[config.mk]
export PLATFORM = sky130hd
export DESIGN_NAME = sync_serial_shift_control
export DESIGN_NICKNAME = d
export VERILOG_FILES = /design/src/common/sync_serial_pkg.sv /design/src/sync_serial_shift_control.sv
export VERILOG_INCLUDE_DIRS = /design/src /design/src/common
export SDC_FILE = /design/constraint.sdc
export NUM_CORES = 1
export LEC_CHECK = 0
export BUFFER_PORTS_ARGS = -buffer_cell sky130_fd_sc_hd__buf_2
export CAP_MARGIN = 20
export CORE_UTILIZATION = 30
export CTS_CLUSTER_DIAMETER = 60
export DETAILED_ROUTE_END_ITERATION = 10
export PLACE_DENSITY = 0.62
export SLEW_MARGIN = 10
export SYNTH_ARGS = -nofsm -noshare
export SYNTH_HDL_FRONTEND = slang
export SYNTH_SLANG_ARGS = --single-unit
[constraint.sdc]
create_clock -name ref_clk_in -period 6.2 [get_ports ref_clk_in]
set_input_delay 1.24 -clock ref_clk_in [delete_from_list [all_inputs] [get_ports ref_clk_in]]
set_output_delay 1.24 -clock ref_clk_in [all_outputs]
set_load 0.02 [all_outputs]
[src/common/sync_serial_defs.svh]
// Register offsets, field positions, reset values and timing counts for the serial block
`ifndef SYNC_SERIAL_DEFS_SVH
`define SYNC_SERIAL_DEFS_SVH

`define SS_OFF_CTRL 16'hFF70
`define SS_OFF_MODE 16'hFF71
`define SS_OFF_DLO 16'hFF72
`define SS_OFF_DHI 16'hFF73
`define SS_OFF_IEN 16'hFFE3
`define SS_OFF_IFLG 16'hFFF3

`define SS_CTRL_PORT_SEL 0
`define SS_CTRL_TRIG 1
`define SS_CTRL_TXOE 2
`define SS_MODE_CLKSEL_LO 0
`define SS_MODE_CLKSEL_HI 1
`define SS_MODE_EDGE 2
`define SS_MODE_ORDER 3
`define SS_IRQ_BIT 0

`define SS_RST_BIT 1'b0
`define SS_RST_CLKSEL 2'h0
`define SS_LAST_BIT 3'h7

`define SS_MAX_SLAVE_CLK_KHZ 1000
`define SS_REF_CLK_KHZ 125000
`define SS_MIN_HALF_CYC ((`SS_REF_CLK_KHZ + 2 * `SS_MAX_SLAVE_CLK_KHZ - 1) / (2 * `SS_MAX_SLAVE_CLK_KHZ))

`endif

[src/common/sync_serial_pkg.sv]
// Types shared by the serial shift block
package sync_serial_pkg;
  typedef enum logic [1:0] {
    CLK_EXT = 2'h0,
    CLK_TIMER = 2'h1,
    CLK_OSC_HALF = 2'h2,
    CLK_OSC = 2'h3
  } clk_src_e;

  typedef enum logic [2:0] {
    ST_IDLE = 3'h1,
    ST_ARMED = 3'h2,
    ST_RUN = 3'h4
  } shift_state_e;

  typedef struct packed {
    logic port_sel;
    logic tx_oe;
    logic edge_sel;
    logic msb_first;
    clk_src_e clk_src;
  } serial_cfg_s;

  typedef struct packed {
    logic data_in;
    logic data_out;
    logic data_oe;
    logic ready;
  } serial_pins_s;
endpackage : sync_serial_pkg

[src/sync_serial_shift_control.sv]
// Synchronous serial shift controller with APB register access
//
// Design decision made here: the APB register port.
`include "sync_serial_defs.svh"
`timescale 1ns/100ps
`default_nettype none
module sync_serial_shift_control
  import sync_serial_pkg::*;
#(
  parameter bit CLK_POS_POLARITY = 1'b0,
  parameter bit READY_POS_POLARITY = 1'b0
) (
  input wire logic ref_clk_in,
  input wire logic sys_rst_in,
  input wire logic psel_in,
  input wire logic penable_in,
  input wire logic pwrite_in,
  input wire logic [15:0] paddr_in,
  input wire logic [31:0] pwdata_in,
  output logic [31:0] prdata_out,
  output logic pready_out,
  output logic pslverr_out,
  input wire logic osc_low_tick_in,
  input wire logic timer_underflow_in,
  input wire logic serial_in_pin_in,
  input wire logic sclk_pin_in,
  output logic sclk_pin_out,
  output logic sclk_pin_oe_out,
  output logic serial_out_pin_out,
  output logic serial_out_pin_oe_out,
  output logic slave_ready_out,
  output logic slave_ready_oe_out,
  output logic port_select_out,
  output logic serial_irq_out
);

  serial_cfg_s cfg_r;
  shift_state_e state_r;
  shift_state_e state_nxt;
  logic [7:0] shift_r;
  logic [2:0] bit_cnt_r;
  logic run_r;
  logic irq_en_r;
  logic irq_flag_r;
  logic ready_r;
  logic sclk_r;
  logic sclk_prev_r;
  logic osc_half_r;
  logic timer_half_r;
  logic serial_out_pin_r;
  logic [31:0] prdata_r;

  // APB decode
  wire logic bus_access = psel_in & penable_in;
  wire logic bus_wr = bus_access & pwrite_in;
  wire logic bus_rd = bus_access & ~pwrite_in;
  wire logic hit_ctrl = (paddr_in == `SS_OFF_CTRL);
  wire logic hit_mode = (paddr_in == `SS_OFF_MODE);
  wire logic hit_dlo = (paddr_in == `SS_OFF_DLO);
  wire logic hit_dhi = (paddr_in == `SS_OFF_DHI);
  wire logic hit_ien = (paddr_in == `SS_OFF_IEN);
  wire logic hit_iflg = (paddr_in == `SS_OFF_IFLG);
  wire logic hit_any = hit_ctrl | hit_mode | hit_dlo | hit_dhi | hit_ien | hit_iflg;
  wire logic data_access = bus_access & (hit_dlo | hit_dhi);
  wire logic trig_wr = bus_wr & hit_ctrl & pwdata_in[`SS_CTRL_TRIG];
  wire logic slave_mode = (cfg_r.clk_src == CLK_EXT);

  // Rate limit
  // Master clock rates: one-cycle enables toggling the internal shift clock
  // The 1 MHz ceiling is kept by the tick sources feeding these enables
  wire logic master_tick = (cfg_r.clk_src == CLK_OSC) ? osc_low_tick_in :
                           (cfg_r.clk_src == CLK_OSC_HALF) ? (osc_low_tick_in & osc_half_r) :
                           (timer_underflow_in & timer_half_r);

  // Active-edge view of the serial clock; idle level is high for negative polarity
  wire logic sclk_now = slave_mode ? sclk_pin_in : sclk_r;
  wire logic rise = sclk_now & ~sclk_prev_r;
  wire logic fall = ~sclk_now & sclk_prev_r;
  wire logic out_edge = CLK_POS_POLARITY ? rise : fall;
  wire logic sample_edge = (CLK_POS_POLARITY ~^ cfg_r.edge_sel) ? rise : fall;
  wire logic shifting = (state_r == ST_RUN);
  wire logic in_bit = serial_in_pin_in;
  wire logic out_bit = cfg_r.msb_first ? shift_r[7] : shift_r[0];
  wire logic [7:0] shift_in_val = cfg_r.msb_first ? {shift_r[6:0], in_bit} :
                                                    {in_bit, shift_r[7:1]};
  wire logic done = shifting & sample_edge & (bit_cnt_r == `SS_LAST_BIT);
  // First active slave clock edge: leaving idle level
  wire logic first_clk = CLK_POS_POLARITY ? rise : fall;

  always_comb begin
    state_nxt = state_r;
    case (state_r)
      ST_IDLE: begin
        if (trig_wr) begin
          state_nxt = ST_RUN;
        end
      end
      ST_ARMED: begin
        state_nxt = ST_IDLE;
      end
      ST_RUN: begin
        if (done) begin
          state_nxt = ST_IDLE;
        end
      end
      default: begin
        state_nxt = ST_IDLE;
      end
    endcase
  end

  // Reset clears control bits; shift data left as is
  always_ff @(posedge ref_clk_in) begin
    if (sys_rst_in) begin
      state_r <= ST_IDLE;
      cfg_r <= '{`SS_RST_BIT, `SS_RST_BIT, `SS_RST_BIT, `SS_RST_BIT, CLK_EXT};
      irq_en_r <= `SS_RST_BIT;
      run_r <= `SS_RST_BIT;
    end else begin
      state_r <= state_nxt;
      // Run status follows the shift state
      run_r <= (state_nxt == ST_RUN);
      if (bus_wr & hit_ctrl) begin
        cfg_r.port_sel <= pwdata_in[`SS_CTRL_PORT_SEL];
        cfg_r.tx_oe <= pwdata_in[`SS_CTRL_TXOE];
      end
      if (bus_wr & hit_mode) begin
        cfg_r.clk_src <= clk_src_e'(pwdata_in[`SS_MODE_CLKSEL_HI:`SS_MODE_CLKSEL_LO]);
        cfg_r.edge_sel <= pwdata_in[`SS_MODE_EDGE];
        cfg_r.msb_first <= pwdata_in[`SS_MODE_ORDER];
      end
      if (bus_wr & hit_ien) begin
        irq_en_r <= pwdata_in[`SS_IRQ_BIT];
      end
    end
  end

  // Interrupt flag: a completion in the clearing cycle wins
  always_ff @(posedge ref_clk_in) begin
    if (sys_rst_in) begin
      irq_flag_r <= `SS_RST_BIT;
    end else if (done) begin
      // Set on completion regardless of mask
      irq_flag_r <= 1'b1;
    end else if (bus_wr & hit_iflg & pwdata_in[`SS_IRQ_BIT]) begin
      irq_flag_r <= 1'b0;
    end
  end

  // Shift register and bit counter
  always_ff @(posedge ref_clk_in) begin
    if (sys_rst_in) begin
      bit_cnt_r <= 3'h0;
      serial_out_pin_r <= 1'b0;
    end else if (data_access) begin
      // Data access initialises the shift logic
      bit_cnt_r <= 3'h0;
      if (pwrite_in & hit_dlo) begin
        shift_r[3:0] <= pwdata_in[3:0];
      end
      if (pwrite_in & hit_dhi) begin
        shift_r[7:4] <= pwdata_in[3:0];
      end
    end else if (trig_wr & ~shifting) begin
      bit_cnt_r <= 3'h0;
      // First bit presented before the first clock edge
      serial_out_pin_r <= out_bit;
    end else if (shifting) begin
      if (sample_edge) begin
        // Received bit assembled into the data register
        shift_r <= shift_in_val;
        bit_cnt_r <= bit_cnt_r + 3'h1;
      end
      if (out_edge) begin
        // Next bit onto data-out
        // Taken before this edge's shift lands, so it is right for either sample edge
        serial_out_pin_r <= out_bit;
      end
    end
  end

  // Internal clock generation; idles at its inactive level
  always_ff @(posedge ref_clk_in) begin
    if (sys_rst_in) begin
      sclk_r <= ~CLK_POS_POLARITY;
      sclk_prev_r <= ~CLK_POS_POLARITY;
      osc_half_r <= 1'b0;
      timer_half_r <= 1'b0;
    end else begin
      sclk_prev_r <= sclk_now;
      if (osc_low_tick_in) begin
        osc_half_r <= ~osc_half_r;
      end
      if (timer_underflow_in) begin
        timer_half_r <= ~timer_half_r;
      end
      if (~shifting | slave_mode | done) begin
        sclk_r <= ~CLK_POS_POLARITY;
      end else if (master_tick) begin
        sclk_r <= ~sclk_r;
      end
    end
  end

  // Slave ready handshake
  always_ff @(posedge ref_clk_in) begin
    if (sys_rst_in) begin
      ready_r <= 1'b0;
    end else if (trig_wr & slave_mode) begin
      ready_r <= 1'b1;
    end else if ((shifting & first_clk) | (bus_access & hit_dhi)) begin
      // Dropped at first clock or high nibble access
      ready_r <= 1'b0;
    end
  end

  // APB read data, registered in the setup cycle
  wire logic [3:0] rd_nib = hit_ctrl ? {1'b0, cfg_r.tx_oe, run_r, cfg_r.port_sel} :
                            hit_mode ? {cfg_r.msb_first, cfg_r.edge_sel, cfg_r.clk_src} :
                            hit_dlo ? shift_r[3:0] :
                            hit_dhi ? shift_r[7:4] :
                            hit_ien ? {3'h0, irq_en_r} :
                            hit_iflg ? {3'h0, irq_flag_r} : 4'h0;
  always_ff @(posedge ref_clk_in) begin
    if (sys_rst_in) begin
      prdata_r <= 32'h0;
    end else if (psel_in & ~penable_in & ~pwrite_in) begin
      prdata_r <= {28'h0, rd_nib};
    end
  end

  assign prdata_out = prdata_r;
  assign pready_out = 1'b1;
  assign pslverr_out = bus_access & ~hit_any;
  // Port select hands the pins to the serial function
  assign port_select_out = cfg_r.port_sel;
  assign sclk_pin_out = sclk_r;
  assign sclk_pin_oe_out = cfg_r.port_sel & ~slave_mode;
  assign serial_out_pin_out = serial_out_pin_r;
  assign serial_out_pin_oe_out = cfg_r.port_sel & cfg_r.tx_oe;
  assign slave_ready_out = READY_POS_POLARITY ? ready_r : ~ready_r;
  assign slave_ready_oe_out = cfg_r.port_sel & slave_mode;
  assign serial_irq_out = irq_flag_r & irq_en_r;

endmodule : sync_serial_shift_control
`default_nettype wire

==> metrics.md, run 1 <==
| Metric | Value |
|---|---|
| Status | completed |
| Vias per cell | 4.716 |
| Initial antenna violation count | 0 |
| Worst skew pair latency | 0.29 ns |
| Number of post-CTS setup repair buffers | 0 |
| Clk pwr share | 37.9% |
| Sw power | 0.1125 mW |
| Fmax | 274.7 MHz |
| CTS Buf Count | 5 |
| Worst-path fanout max | 9 |
| TNS Setup | 0 ns |
| Total Power | 0.4402 mW |
| DIE WIDTH | 83.41 microns |
| Top cell type's share of synthesized area | 25.17% |
| Clock Path Buffers | 2 |
| Final Hold Fails | 0 |
| Internal Power | 0.3277 mW |
| Iter 0 DRT Violations | 119 |
| Worst setup SP type | primary input |
| Final min period | 3.640 ns |
| First-pass GRT wire length | 7127 microns |
| # port buffers | 41 |
| Placeable Area | 0.006386 sq mm |
| CP arrival | 2.40 ns |
| Max_cap viols | 0 |
| Placer congestion estimate | 0.7842 |
| Slowest stage delay, CP | 0.47 ns |
| Cts hold-fix bufs | 0 |
| Syn avg cell area | 9.247 sq um |
| Peak VDD IR | 90.47 uV |
| Clock root cell | clkbuf_8 |
| Syn Std Cell Area | 0.001988 sq mm |
| Io pins | 99 |
| CTS tree | done |
| Post-synth top flop | dfxtp_1 |
| Routed Antenna Nets | 0 |
| Worst slew margin | 46.00% |
| Setup CP Type | primary input to output pin |
| DIE AREA | 0.006956 sq mm |
| Placed instance count | 323 |
| CP cell instances | buf_2, or2_4, or3_4, a21oi_1, nor2b_1, buf_2 |
| Post-synth cell types | 44 |
| Pre-antenna DRT Iters | 4 |
| Via count | 1561 |
| Initial Utilization | 31.13% |
| Routed WL | 4283 microns |
| Max-slew violation count | 0 |
| Worst path slowest cell | or3_4 |
| Delay-heaviest family, CP | simple AND/OR/NAND/NOR gates |
| Die height | 83.41 microns |
| Vias in the first global route | 1500 |
| Final setup fails | 0 |
| RSZ-0062 raised after global routing | false |
| Critical path data required time | 4.96 ns |
| DRC | 0 |
| Sw frac | 25.55% |
| # rows | 29 |
| Most used cell, CP | buf_2 |
| Dpl hpwl | 3377 microns |
| Yosys warning count | 0 |
| CP Capture Type | output pin |
| Fin cells | 331 |
| P&R area growth vs syn | 11.89% |
| Commonest non-fill, non-tap cell in the layout | buf_2 |
| Worst path bufs/invs | 2 |
| Tcrit/Tclk final | 58.71% |
| Final hold slack | 0.4639 ns |
| Antenna diodes | 0 |
| Largest area contributor in the netlist | dfxtp_1 |
| Largest cells by area after synthesis | dfxtp_1 (25%), edfxtp_1 (12%), buf_4 (11%) |
| Clk sinks | 33 |
| Clock transition at the registers of the reported paths | 0.06 ns |
| Worst hold-check path type | flip-flop to flip-flop |
| FILL cells | 670 |
| Routed WL per cell | 12.94 microns |
| Share of layout cells above drive strength 1 | 23.62% |
| Logic pwr share | 11.2% |
| Reg power frac | 50.9% |
| Post-Syn Instances | 215 |
| Lkg Pwr | 0.9062 nW |
| Most frequent cells in the layout | buf_2 (41), conb_1 (30), nor2_1 (25), dfxtp_1 (25), mux2i_1 (19) |
| Seq/Total Area, Yosys | 37.26% |
| Maximum number of pins on one net before global-route repair | 25 |
| EDFF count, synth | 8 |
| Post-synthesis register bit count | 33 |
| GRT Util Overall | 12.91% |
| Clock Skew | 0.009256 ns |
| Worst-Margin Slew | 0.8082 ns |
| GRT overflow | 0 |
| FFs w/ async S/R, synth | 0% |
| H-tree Lvls | 2 |
| Nets | 312 |
| Post-CTS Resized | 0 |
| Pwr Density | 197.9 mW/mm^2 |
[power by group through the flow]
stage          registers (mW)  clock network [mW]  logic, mW
2_1_floorplan           0.230                   0     0.0462
3_3_place_gp            0.229                   0     0.0486
3_5_place_dp            0.229                   0     0.0490
4_1_cts                 0.224               0.173     0.0492
5_1_grt                 0.224               0.183     0.0538
6_report                0.224               0.167     0.0492
[cell families after synthesis]
kind of cell / Yosys count / synth area share, %
adders and majority gates: 2 / 1.258
other: 2 / 0.3777
DFF: 33 / 37.26
AOI/OAI and AO/OA: 32 / 11.96
muxes: 23 / 11.83
and+or+nand+nor: 78 / 21.90
xor gates and xnor gates: 4 / 1.762
buffers and inverters: 41 / 13.66
[metal layers]
layer	routed length (microns)	vias to the layer above	track usage (%)
met4	53	0	4.702
met5	0	-	0
met3	287	6	3.877
met1	2091	693	17.03
met2	1851	65	19.90
li1	-	797	-
[registers in the layout (all words and copies together) (netlist names)]
register and count:
state_r 3, prdata_out 4, ready_r 1, cfg_r 5, port_select_out 1, serial_out_pin_out 1, osc_half_r 1, irq_en_r 1
timer_half_r 1, sclk_prev_r 1, shift_r 8, sclk_pin_out 1, irq_flag_r 1, run_r 1, bit_cnt_r 3
[final timing paths]
path / start / end / slack [ns] / cells past startpoint
max: paddr_in[3] / pslverr_out / 2.56 / 6
min: state_r[1] / state_r[2] / 0.46 / 1
max reg2reg: cfg_r[1] / shift_r[7] / 3.74 / 5
min reg2reg: state_r[1] / state_r[2] / 0.46 / 1
[synth_stat cells, types with 6 or more instances]
master and n:
nand4_1 8, nand2_1 7, and2_1 6, buf_4 29, edfxtp_1 8, mux2i_1 19
clkbuf_1 7, dfxtp_1 25, a21oi_1 14, nor2_1 25
[cell type report]
class | count | area, sq um | area share [%]
clock buffer | 8 | 90.09 | 4.050
inverter | 3 | 11.26 | 0.5062
multi-input combinational | 169 | 1081 | 48.59
sequential | 33 | 740.7 | 33.30
tap | 77 | 96.34 | 4.331
timing repair buffer | 41 | 205.2 | 9.224
[through the flow]
stage          util (%)  area [sq um]  setup slack [ns]
3_3_place_gp      33.42          2135             2.569
6_report          34.84          2225             2.560
2_1_floorplan         -          2093             2.741
3_5_place_dp      33.42          2135             2.554
4_1_cts           34.84          2225             2.554
5_1_grt           34.84          2225             2.494
Power figures use the tool's default switching activity.
==> run 2: changes to the inputs <==
==> constraint.sdc (replaced) <==
create_clock -name ref_clk_in -period 3.7 [get_ports ref_clk_in]
set_input_delay 0.74 -clock ref_clk_in [delete_from_list [all_inputs] [get_ports ref_clk_in]]
set_output_delay 0.74 -clock ref_clk_in [all_outputs]
set_load 0.02 [all_outputs]
==> run 2 against run 1 <==
  * Die area unchanged
  * Largest power group unchanged
  * Sequential share of layout area down 0.22 points
  * Final cell count up 0.60%
==> metrics.md, run 2 (same netlist as run 1, synthesis figures left out) <==
| Metric | Value |
|---|---|
| Worst skew pair latency | 0.29 ns (about the same) |
| Placed Area | 0.002150 sq mm (was 0.002135 sq mm) |
| Final setup fails | 0 (unchanged) |
| RSZ-0062 raised after global routing | false (unchanged) |
| Cts hold-fix bufs | 0 (unchanged) |
| FILL cells | 680 (was 670) |
| Dpl hpwl | 3368 microns (was 3377 microns) |
| Clock root cell | clkbuf_8 (unchanged) |
| CP arrival | 1.90 ns (was 2.40 ns) |
| Max_cap viols | 0 (unchanged) |
| Iter 0 DRT Violations | 60 (was 119) |
| Worst hold-check path type | flip-flop to flip-flop (unchanged) |
| Worst path bufs/invs | 2 (unchanged) |
| H-tree Lvls | 2 (unchanged) |
| Worst slew margin | 61.38% (was 46.00%) |
| Delay-heaviest family, CP | simple AND/OR/NAND/NOR gates (unchanged) |
| CTS tree | done (unchanged) |
| Maximum number of pins on one net before global-route repair | 25 (unchanged) |
| Worst setup SP type | primary input (unchanged) |
| Final Hold Fails | 0 (unchanged) |
| Peak VDD IR | 160.9 uV (was 90.47 uV) |
| Clock Skew | 0.009277 ns (was 0.009256 ns) |
| DRC | 0 (unchanged) |
| Critical path data required time | 2.96 ns (was 4.96 ns) |
| Initial Utilization | 31.13% (unchanged) |
| Clk sinks | 33 (unchanged) |
| GRT Util Overall | 13.02% (was 12.91%) |
| CP Capture Type | output pin (unchanged) |
| Pwr Density | 329.8 mW/mm^2 (was 197.9 mW/mm^2) |
| DIE AREA | 0.006956 sq mm (unchanged) |
| GRT overflow | 0 (unchanged) |
| Max-slew violation count | 0 (unchanged) |
| Die height | 83.41 microns (unchanged) |
| Clock transition at the registers of the reported paths | 0.06 ns (about the same) |
| Placeable Area | 0.006386 sq mm (unchanged) |
| Final min period | 2.640 ns |
| Worst-path fanout max | 9 (unchanged) |
| Max reg flops | 8 (unchanged) |
| Initial antenna violation count | 0 (unchanged) |
| Vias in the first global route | 1439 (was 1500) |
| Status | completed (unchanged) |
| Lkg Pwr | 0.9172 nW (was 0.9062 nW) |
| Number of post-CTS setup repair buffers | 0 (unchanged) |
| # rows | 29 (unchanged) |
| Io pins | 99 (unchanged) |
| TNS Setup | 0 ns (unchanged) |
| Top reg by flops | shift_r (unchanged) |
| Final instance area | 0.002240 sq mm (was 0.002225 sq mm) |
| Via count | 1584 (was 1561) |
| Pre-antenna DRT Iters | 4 (unchanged) |
| Worst path slowest cell | or3_4 (unchanged) |
| Slowest stage delay, CP | 0.47 ns (about the same) |
| DIE WIDTH | 83.41 microns (unchanged) |
| Setup CP Type | primary input to output pin (unchanged) |
| P&R area growth vs syn | 12.65% (was 11.89%) |
| # port buffers | 41 (unchanged) |
| Routed WL | 4318 microns (was 4283 microns) |
| First-pass GRT wire length | 7044 microns (was 7127 microns) |
| Routed WL per cell | 12.97 microns (was 12.94 microns) |
| CP cell instances | buf_2, or2_4, or3_4, a21oi_1, nor2b_1, buf_2 (unchanged) |
| Nets | 314 (was 312) |
| Post-CTS Resized | 0 (unchanged) |
| Placer congestion estimate | 0.7903 (was 0.7842) |
| Antenna diodes | 0 (unchanged) |
| Most used cell, CP | buf_2 (unchanged) |
| Clock Path Buffers | 2 (unchanged) |
| Vias per cell | 4.757 (was 4.716) |
| Tcrit/Tclk final | 71.34% |
| Commonest non-fill, non-tap cell in the layout | buf_2 (unchanged) |
| Worst-Margin Slew | 0.5785 ns (was 0.8082 ns) |
| CTS Buf Count | 5 (unchanged) |
| Share of layout cells above drive strength 1 | 24.22% (was 23.62%) |
| Routed Antenna Nets | 0 (unchanged) |
| Fmax | 378.9 MHz |
| Most frequent cells in the layout | buf_2 (41), conb_1 (30), nor2_1 (25), dfxtp_1 (25), mux2i_1 (19) (unchanged) |
## run 2: cell types whose count changed in the layout (fill, tap and decap cells not counted)
| cell | delta |
|---|---|
| buf_4 | +2 |
## run 2: worst paths after layout
kind | startpoint | endpoint | slack (ns) | cells past startpoint
max | paddr_in[3] | pslverr_out | 1.06 | 6
min reg2reg | prdata_out[3] | prdata_out[3] | 0.46 | 2
min | prdata_out[3] | prdata_out[3] | 0.46 | 2
max reg2reg | cfg_r[1] | shift_r[1] | 1.27 | 5
## run 2: through the flow
stage	utilization [%]	setup slack, ns	hold slack (ns)	power, mW	instances
global placement	33.66	0.9105	0.4513	0.4649	325
global route	35.07	0.9776	0.4917	0.7697	333
floorplan	-	1.168	0.4369	0.4625	243
detailed placement	33.66	0.8661	0.4531	0.4656	325
CTS	35.07	1.060	0.4628	0.7488	333
finish	35.07	1.060	0.4589	0.7387	333
## run 2: power by group
group          switching (mW)  internal [mW]
Clock                   0.129          0.152
Combinational          0.0574         0.0251
Sequential            0.00307          0.372
Total                   0.190          0.549
## run 2: metal layers
| metal | GRT usage, % | vias to the layer above | wire, microns |
|---|---|---|---|
| met5 | 0 | - | 0 |
| met4 | 4.859 | 0 | 82 |
| met3 | 5.467 | 8 | 334 |
| met2 | 18.48 | 66 | 1828 |
| met1 | 17.46 | 714 | 2072 |
| li1 | - | 796 | - |
## run 2: cell type report
cell class                      instances  area (sq um)  share of cell area [%]
Clock buffer                            8         90.09                   4.022
Tap cell                               77         96.34                   4.302
Timing Repair Buffer                   43         220.2                   9.832
Sequential cell                        33         740.7                   33.07
Multi-Input combinational cell        169          1081                   48.27
Inverter                                3         11.26                  0.5028
## run 2: worst register-to-register path, stage by stage, from the launching register on
cell and delay [ns]:
dfxtp_1 0.40, or3b_2 0.55, a211o_1 0.29, a21boi_2 0.32, nand2_1 0.12, a21oi_1 0.40
